$ cat config.mk
export PLATFORM = sky130hd
export DESIGN_NAME = cdc_regs
export DESIGN_NICKNAME = d
export VERILOG_FILES = /design/src/design/cdc_pkg.sv /design/src/design/cdc_pattern_store.sv /design/src/design/cdc_regs.sv
export SDC_FILE = /design/constraint.sdc
export NUM_CORES = 1
export LEC_CHECK = 0
export ABC_AREA = 1
export BUFFER_PORTS_ARGS = -buffer_cell sky130_fd_sc_hd__buf_2
export CORE_MARGIN = 1.5
export CORE_UTILIZATION = 40
export DETAILED_ROUTE_END_ITERATION = 16
export GPL_TIMING_DRIVEN = 1
export SLEW_MARGIN = 20
export SYNTH_ARGS = -nofsm -noshare
export SYNTH_HDL_FRONTEND = slang
export SYNTH_SLANG_ARGS = --single-unit
$ cat constraint.sdc
create_clock -name sys_clk -period 1.95 [get_ports sys_clk]
set_input_delay 0.39 -clock sys_clk [delete_from_list [all_inputs] [get_ports sys_clk]]
set_output_delay 0.39 -clock sys_clk [all_outputs]
set_load 0.005 [all_outputs]
$ cat src/design/cdc_pkg.sv
// Function
// - Control bit 13 launches length and analysis test
// - Control bit 12 launches reflectometry test
// - Select field 10:8 routes results register
// - Control bit 0 picks transmit or receive pair
// - Status bit 15 shows analysis test done
// - Status 14 fail resets one, 13 done
// - Analysis input field 9:6 resets to seven
// - Status bit 5 enables signal analysis engine
// - Bit 4 picks raw or adaptive analysis
// - Results register returns selected diagnostic result
// - Enable bit 15 clears on reflectometry completion
// - Enable bit 14 clears on completion too
// - Pattern register works only with both enables
// - Amplitude codes 8 to 15 saturate full
// - Sixteen writes fill pattern in sequence
// - Each symbol driven for one clock of ten nanoseconds
package cdc_pkg;
    localparam logic [11:0] ADDR_CONTROL = 12'h01a;
    localparam logic [11:0] ADDR_STATUS  = 12'h01b;
    localparam logic [11:0] ADDR_RESULT  = 12'h01c;
    localparam logic [11:0] ADDR_SM_EN   = 12'h080;
    localparam logic [11:0] ADDR_PATTERN = 12'h090;

    localparam int CTL_LEN_START = 13;
    localparam int CTL_REF_START = 12;
    localparam int CTL_SEL_LO    = 8;
    localparam int CTL_PAIR      = 0;
    localparam int STS_LEN_DONE  = 15;
    localparam int STS_REF_FAIL  = 14;
    localparam int STS_REF_DONE  = 13;
    localparam int STS_RSVD_LO   = 10;
    localparam int STS_INPUT_LO  = 6;
    localparam int STS_ENG_EN    = 5;
    localparam int STS_RAW_MODE  = 4;
    localparam int SM_CONFIG     = 15;
    localparam int SM_TX_CONFIG  = 14;

    localparam logic [2:0]  STS_RSVD_RESET  = 3'h4;
    localparam logic [3:0]  INPUT_RESET     = 4'h7;
    localparam logic        RAW_MODE_RESET  = 1'b1;
    localparam logic        REF_FAIL_RESET  = 1'b1;
    localparam logic [2:0]  SEL_LENGTH      = 3'h6;
    localparam logic [2:0]  SEL_LAST_PEAK   = 3'h4;
    localparam logic [4:0]  AMP_FULL        = 5'h08;
    localparam int          PATTERN_LEN     = 16;
    localparam int          SYMBOL_NS       = 8;
    localparam int          CLK_PERIOD_NS   = 10;
    // Symbol is shorter than a clock period; one clock is the floor
    localparam int          SYMBOL_CYCLES_RAW = SYMBOL_NS / CLK_PERIOD_NS;
    localparam int          SYMBOL_CYCLES   = (SYMBOL_CYCLES_RAW < 1) ? 1 : SYMBOL_CYCLES_RAW;

    typedef enum logic [1:0] {
        CDC_TX_IDLE = 2'b00,
        CDC_TX_RUN  = 2'b01
    } cdc_tx_state_t;
endpackage : cdc_pkg

$ cat src/design/cdc_pattern_store.sv
`timescale 1ns/1ns
module cdc_pattern_store (
    // Clock and reset
    input  wire logic       sys_clk,
    input  wire logic       rst_n,
    // Load side
    input  wire logic       armed,
    input  wire logic       load_we,
    input  wire logic [4:0] load_amp,
    // Playback side and load pointer
    input  wire logic       play_start,
    output logic      [4:0] play_level,
    output logic            play_active,
    output logic      [3:0] load_ptr
);
    localparam int PATTERN_LEN_L = cdc_pkg::PATTERN_LEN;
    logic [4:0] mem_q [PATTERN_LEN_L];
    logic [4:0] mem_d [PATTERN_LEN_L];
    logic [3:0] wptr_q, wptr_d, rptr_q, rptr_d;
    logic [7:0] hold_q, hold_d;
    logic [4:0] lvl_q, lvl_d;
    cdc_pkg::cdc_tx_state_t st_q, st_d;

    function automatic logic [4:0] sat_amp(input logic [4:0] a);
        sat_amp = (a >= cdc_pkg::AMP_FULL && a <= 5'h0f) ? cdc_pkg::AMP_FULL : a;
    endfunction : sat_amp

    always_comb begin
        mem_d  = mem_q;
        wptr_d = wptr_q;
        rptr_d = rptr_q;
        hold_d = hold_q;
        lvl_d  = lvl_q;
        st_d   = st_q;
        if (!armed) begin
            wptr_d = 4'h0;
        end else if (load_we) begin
            mem_d[wptr_q] = load_amp;
            wptr_d = wptr_q + 4'h1; // Wraps to zero after sixteenth
        end
        unique case (st_q)
            cdc_pkg::CDC_TX_IDLE: begin
                lvl_d = 5'h00;
                if (play_start && armed) begin
                    st_d   = cdc_pkg::CDC_TX_RUN;
                    rptr_d = 4'h0;
                    hold_d = 8'h00;
                    lvl_d  = sat_amp(mem_q[0]);
                end
            end
            cdc_pkg::CDC_TX_RUN: begin
                if (hold_q == 8'(cdc_pkg::SYMBOL_CYCLES - 1)) begin
                    hold_d = 8'h00;
                    if (rptr_q == 4'hf) begin
                        st_d  = cdc_pkg::CDC_TX_IDLE;
                        lvl_d = 5'h00;
                    end else begin
                        rptr_d = rptr_q + 4'h1;
                        lvl_d  = sat_amp(mem_q[rptr_q + 4'h1]);
                    end
                end else begin
                    hold_d = hold_q + 8'h01;
                end
            end
            default: st_d = cdc_pkg::CDC_TX_IDLE;
        endcase
    end

    always_ff @(posedge sys_clk) begin
        if (!rst_n) begin
            for (int i = 0; i < PATTERN_LEN_L; i++) mem_q[i] <= 5'h00;
            wptr_q <= 4'h0;
            rptr_q <= 4'h0;
            hold_q <= 8'h00;
            lvl_q  <= 5'h00;
            st_q   <= cdc_pkg::CDC_TX_IDLE;
        end else begin
            mem_q  <= mem_d;
            wptr_q <= wptr_d;
            rptr_q <= rptr_d;
            hold_q <= hold_d;
            lvl_q  <= lvl_d;
            st_q   <= st_d;
        end
    end

    assign play_level  = lvl_q;
    assign play_active = (st_q == cdc_pkg::CDC_TX_RUN);
    assign load_ptr    = wptr_q;
endmodule : cdc_pattern_store

$ cat src/design/cdc_regs.sv
`timescale 1ns/1ns
module cdc_regs (
    // Clock and reset
    input  wire logic        sys_clk,
    input  wire logic        rst_n,
    // Management register access
    input  wire logic [11:0] reg_addr,
    input  wire logic        reg_wr,
    input  wire logic        reg_rd,
    input  wire logic [15:0] reg_wdata,
    output logic      [15:0] reg_rdata,
    // Measurement engine
    output logic             len_start,
    output logic             ref_start,
    output logic             pair_rx,
    output logic             eng_enable,
    output logic             raw_mode,
    output logic       [3:0] input_sel,
    output logic             sm_config,
    output logic             sm_tx_config,
    input  wire logic        len_done_evt,
    input  wire logic        ref_done_evt,
    input  wire logic        ref_fail,
    input  wire logic [15:0] peak_result [5],
    input  wire logic [15:0] length_result,
    // Pattern output
    output logic       [4:0] pulse_level,
    output logic             pulse_active
);
    logic [2:0]  sel_q, sel_d;
    logic        pair_q, pair_d;
    logic        len_go_q, len_go_d, ref_go_q, ref_go_d;
    logic        len_done_q, len_done_d, ref_done_q, ref_done_d;
    logic        ref_fail_q, ref_fail_d;
    logic [3:0]  inp_q, inp_d;
    logic        eng_q, eng_d, raw_q, raw_d;
    logic        smc_q, smc_d, smt_q, smt_d;
    logic [13:0] smr_q, smr_d;
    logic [4:0]  pamp_q, pamp_d;
    logic [15:0] rdata_q, rdata_d;
    logic [15:0] result_mux;
    logic        armed, pat_we;
    logic [3:0]  unused_ptr;

    function automatic logic wr_hit(input logic [11:0] a, input logic [11:0] o, input logic w);
        wr_hit = w && (a == o);
    endfunction : wr_hit

    assign armed  = smc_q && smt_q;
    assign pat_we = wr_hit(reg_addr, cdc_pkg::ADDR_PATTERN, reg_wr) && armed;

    always_comb begin
        if (sel_q <= cdc_pkg::SEL_LAST_PEAK) begin
            result_mux = peak_result[sel_q];
        end else if (sel_q == cdc_pkg::SEL_LENGTH) begin
            result_mux = length_result;
        end else begin
            result_mux = 16'h0000;
        end
    end

    always_comb begin
        sel_d      = sel_q;
        pair_d     = pair_q;
        inp_d      = inp_q;
        eng_d      = eng_q;
        raw_d      = raw_q;
        smc_d      = smc_q;
        smt_d      = smt_q;
        smr_d      = smr_q;
        pamp_d     = pamp_q;
        len_go_d   = 1'b0; // Self clearing
        ref_go_d   = 1'b0;
        len_done_d = len_done_q;
        ref_done_d = ref_done_q;
        ref_fail_d = ref_fail;
        if (wr_hit(reg_addr, cdc_pkg::ADDR_CONTROL, reg_wr)) begin
            len_go_d = reg_wdata[cdc_pkg::CTL_LEN_START];
            ref_go_d = reg_wdata[cdc_pkg::CTL_REF_START];
            sel_d    = reg_wdata[cdc_pkg::CTL_SEL_LO +: 3];
            pair_d   = reg_wdata[cdc_pkg::CTL_PAIR];
        end
        if (wr_hit(reg_addr, cdc_pkg::ADDR_STATUS, reg_wr)) begin
            inp_d = reg_wdata[cdc_pkg::STS_INPUT_LO +: 4];
            eng_d = reg_wdata[cdc_pkg::STS_ENG_EN];
            raw_d = reg_wdata[cdc_pkg::STS_RAW_MODE];
        end
        if (wr_hit(reg_addr, cdc_pkg::ADDR_SM_EN, reg_wr)) begin
            smc_d = reg_wdata[cdc_pkg::SM_CONFIG];
            smt_d = reg_wdata[cdc_pkg::SM_TX_CONFIG];
            smr_d = reg_wdata[13:0];
        end
        if (pat_we) begin
            pamp_d = reg_wdata[4:0];
        end
        // Launch clears old done; completion in same cycle wins
        if (len_go_d) len_done_d = 1'b0;
        if (ref_go_d) ref_done_d = 1'b0;
        if (len_done_evt) len_done_d = 1'b1;
        if (ref_done_evt) begin
            ref_done_d = 1'b1;
            smc_d      = 1'b0;
            smt_d      = 1'b0;
        end
        rdata_d = rdata_q;
        if (reg_rd) begin
            unique case (reg_addr)
                cdc_pkg::ADDR_CONTROL: rdata_d = {5'h00, sel_q, 7'h00, pair_q};
                cdc_pkg::ADDR_STATUS:  rdata_d = {len_done_q, ref_fail_q, ref_done_q,
                                                  cdc_pkg::STS_RSVD_RESET, inp_q, eng_q,
                                                  raw_q, 4'h0};
                cdc_pkg::ADDR_RESULT:  rdata_d = result_mux;
                cdc_pkg::ADDR_SM_EN:   rdata_d = {smc_q, smt_q, smr_q};
                cdc_pkg::ADDR_PATTERN: rdata_d = {11'h000, pamp_q};
                default:               rdata_d = 16'h0000;
            endcase
        end
    end

    always_ff @(posedge sys_clk) begin
        if (!rst_n) begin
            sel_q      <= 3'h0;
            pair_q     <= 1'b0;
            len_go_q   <= 1'b0;
            ref_go_q   <= 1'b0;
            len_done_q <= 1'b0;
            ref_done_q <= 1'b0;
            ref_fail_q <= cdc_pkg::REF_FAIL_RESET;
            inp_q      <= cdc_pkg::INPUT_RESET;
            eng_q      <= 1'b0;
            raw_q      <= cdc_pkg::RAW_MODE_RESET;
            smc_q      <= 1'b0;
            smt_q      <= 1'b0;
            smr_q      <= 14'h0000;
            pamp_q     <= 5'h00;
            rdata_q    <= 16'h0000;
        end else begin
            sel_q      <= sel_d;
            pair_q     <= pair_d;
            len_go_q   <= len_go_d;
            ref_go_q   <= ref_go_d;
            len_done_q <= len_done_d;
            ref_done_q <= ref_done_d;
            ref_fail_q <= ref_fail_d;
            inp_q      <= inp_d;
            eng_q      <= eng_d;
            raw_q      <= raw_d;
            smc_q      <= smc_d;
            smt_q      <= smt_d;
            smr_q      <= smr_d;
            pamp_q     <= pamp_d;
            rdata_q    <= rdata_d;
        end
    end

    // Reflectometry launch while armed plays the stored pattern
    cdc_pattern_store u_store (
        .sys_clk     (sys_clk),
        .rst_n       (rst_n),
        .armed       (armed),
        .load_we     (pat_we),
        .load_amp    (reg_wdata[4:0]),
        .play_start  (ref_go_q),
        .play_level  (pulse_level),
        .play_active (pulse_active),
        .load_ptr    (unused_ptr)
    );

    assign reg_rdata    = rdata_q;
    assign len_start    = len_go_q;
    assign ref_start    = ref_go_q;
    assign pair_rx      = pair_q;
    assign eng_enable   = eng_q;
    assign raw_mode     = raw_q;
    assign input_sel    = inp_q;
    assign sm_config    = smc_q;
    assign sm_tx_config = smt_q;
endmodule : cdc_regs

==> flow_summary.ini <==
[status]
outcome = complete, no violations

[grt]
grt_start_max_net_pins = 62
grt_pass1_vias = 7957
grt_pass1_wl_mm = 40.54
globalRouteTotalUtil = 0.2507
gr-total-overflow = 0
antenna_found_initial = 0

[route]
post_drt_wl_per_cell_um = 15.46
drc = 0
via_per_inst = 5.166
drt_iter0_markers = 550
dr.pass1.iters = 5
ant_nets = 0
vias = 8663
wl_mm = 25.93

[job]
drv_cap = 0

[timing]
finClkSkew_ns = 0.007826
worstMarginPinSlew_ns = 0.5574
max_freq_mhz = 564.7
setup_violations = 0
whs_ns = 0.1541
slew_headroom = 0.6284
finalCritPeriodShare = 0.9081
maxSlewViolCount = 0
hold_viol = 0
finalSetupTns_ns = 0
rsz0062_at_grt = false
finalCriticalPeriod_ns = 1.771

[floorplanning]
fp.dieArea_mm2 = 0.02091
die_h_um = 144.6
start_util = 0.4095
rows = 51
die_x_um = 144.6
core_area_mm2 = 0.01959
ios = 164

[pwr]
cellPowerDensity_mw_per_mm2 = 715.6
peakVddDrop_mv = 0.6963
leakage_nw = 4.053
power_w = 0.007163

[placement]
dpl.cell_count = 1645
port_buffers = 163
gp_congestion = 0.8507
hpwl_mm = 18.58

[synth]
seq_area_frac_synth = 0.3843
synth_cell_type_count = 37
synth_top_area_cell = dfxtp_1
synth_ff_type = dfxtp_1
netlist_top_cells_area = dfxtp_1 (38%), nand2_1 (13%), nand3_1 (10%), a21oi_1 (9.2%), o21ai_0 (7.4%)
syn_inst = 1235
syn_nets = 1373
yosysWarnings = 0
synthArstFlopShare = 0
synth_top_area_frac = 0.3843
netlist_area_mm2 = 0.008021
synth_edf_count = 0
ys_ff_latch = 154
synth.avg_cell_area_um2 = 6.495

[worst_setup_path]
worstPathBufferInverterCount = 3
path_class = flip-flop to flip-flop
arrival_ns = 2.08
critPathMaxFanout = 37
crit_chain = clkinv_1 -> buf_12 -> or2_2 -> nand2_1 -> nand3_1 -> nand3_1 -> nand2_2 -> inv_1 -> nand2_1 -> nand2_1 -> a21oi_1
path_delay_family = simple AND/OR/NAND/NOR gates
r2r-start = u_store.rptr_q[0]$_SDFFE_PN0P_
critPathLaunchType = flip-flop
crit_start = u_store.rptr_q[0]$_SDFFE_PN0P_
slowest_stage = dfxtp_4
setup.worst_path.end_class = flip-flop
cp_slowest_stage_delay_ns = 0.39
cp.required_ns = 2.26
cpMostUsedCell = nand2_1
rrSetupSlack_ns = 0.18

[layout]
area_growth_pct = 24.79
mostFrequentLayoutCells = nand2_1 (284), buf_2 (163), nand3_1 (161)
nets = 1537
diodes = 0
seqCellArea_mm2 = 0.003087
drive_gt1_frac = 0.1905
stdcell_count = 1677
fill_cells = 2058
mostFrequentLayoutCell = nand2_1
multi_input_area_mm2 = 0.004213

[clock_network]
clockBufferDepth = 2
clock_latency_ns = 0.42
cts.root.buffer_cell = clkbuf_16
cts_max_level = 4
cts-buffers-inserted = 17
clk_pin_slew_worst_paths_ns = 0.06
cts_sinks = 154
cts_tree = built

[min_path]
hp-start = ref_fail
hold_path.class = input pin to flip-flop
## state kept, by name, summed over array words and instances (netlist names), 5 cells and up
register	cells
u_store.hold_q	8
smr_q	14
pamp_q	5
reg_rdata	16
u_store.play_level	5
u_store.mem_q	80
## synthesized netlist by cell type, types with 2 or more instances
cell and count:
nor4_1 3, buf_6 4, clkbuf_1 47, inv_1 101, nand3_1 161, inv_2 3
nor3_1 5, a21oi_1 148, and2_1 2, o22ai_1 17, buf_1 4, mux2i_1 11
dfxtp_1 154, nand2_1 285, buf_2 19, o21ai_0 119, or2_2 4, nand4_1 2
nor2_1 119, ha_1 7, clkinv_1 4
## final timing paths
path / end / cells after the start
setup / recovery: u_store.play_level[2]$_SDFFE_PN0P_ / 11
hold / removal: ref_fail_q$_SDFF_PN1_ / 2
setup reg to reg: u_store.play_level[2]$_SDFFE_PN0P_ / 11
hold reg to reg: smr_q[3]$_SDFFE_PN0P_ / 2
## routing by layer
metal,GRT usage,up-vias,part of all wire
met5,0,-,0
met4,0.07921,0,0.021
met3,0.04536,29,0.055
met2,0.4488,246,0.49
met1,0.3033,3985,0.44
li1,-,4403,-
## power by group
part,leakage [nW],internal (W),switching (W)
Combinational,2.50,0.000164,0.000238
Clock,0.312,0.00217,0.00141
Sequential,1.24,0.00316,0.0000116
## per-stage QoR
stage | utilization | area, um2 | worst slack [ns]
6_report | 0.5110 | 10010 | 0.1792
5_1_grt | 0.5110 | 10010 | 0.03277
4_1_cts | 0.5096 | 9983 | 0.06155
3_5_place_dp | 0.4770 | 9345 | 0.04954
3_3_place_gp | 0.4770 | 9345 | 0.07388
2_1_floorplan | - | 8021 | 0.2893
## repair_timing
item | in CTS | in global routing
endpoints found under the hold margin | 0 | 0
setup buffers | 0 | 0
resized for setup | 0 | 6
hold buffers | 0 | 0
setup endpoints to repair | 0 | 3
## cell families (layout without fill, tap and decap cells)
group                    Yosys count  in the layout  share of synthesized area
AO/OA/AOI/OAI                    290            290                     0.1858
XOR/XNOR                           3              3                   0.004212
adder cells (fa/ha/maj)            7              7                    0.01092
buffers and inverters            183            360                    0.09281
flip-flops                       154            154                     0.3843
multiplexers                      11             11                    0.01373
AND/OR/NAND/NOR                  587            587                     0.3082
## layout make-up
class	instances	area share
Multi-Input combinational cell	898	0.4209
Timing Repair Buffer	220	0.1334
Clock inverter	15	0.02125
Sequential cell	154	0.3084
Clock buffer	17	0.04250
Tap cell	265	0.03312
Inverter	108	0.04050
(Power assumes the default switching activity.)
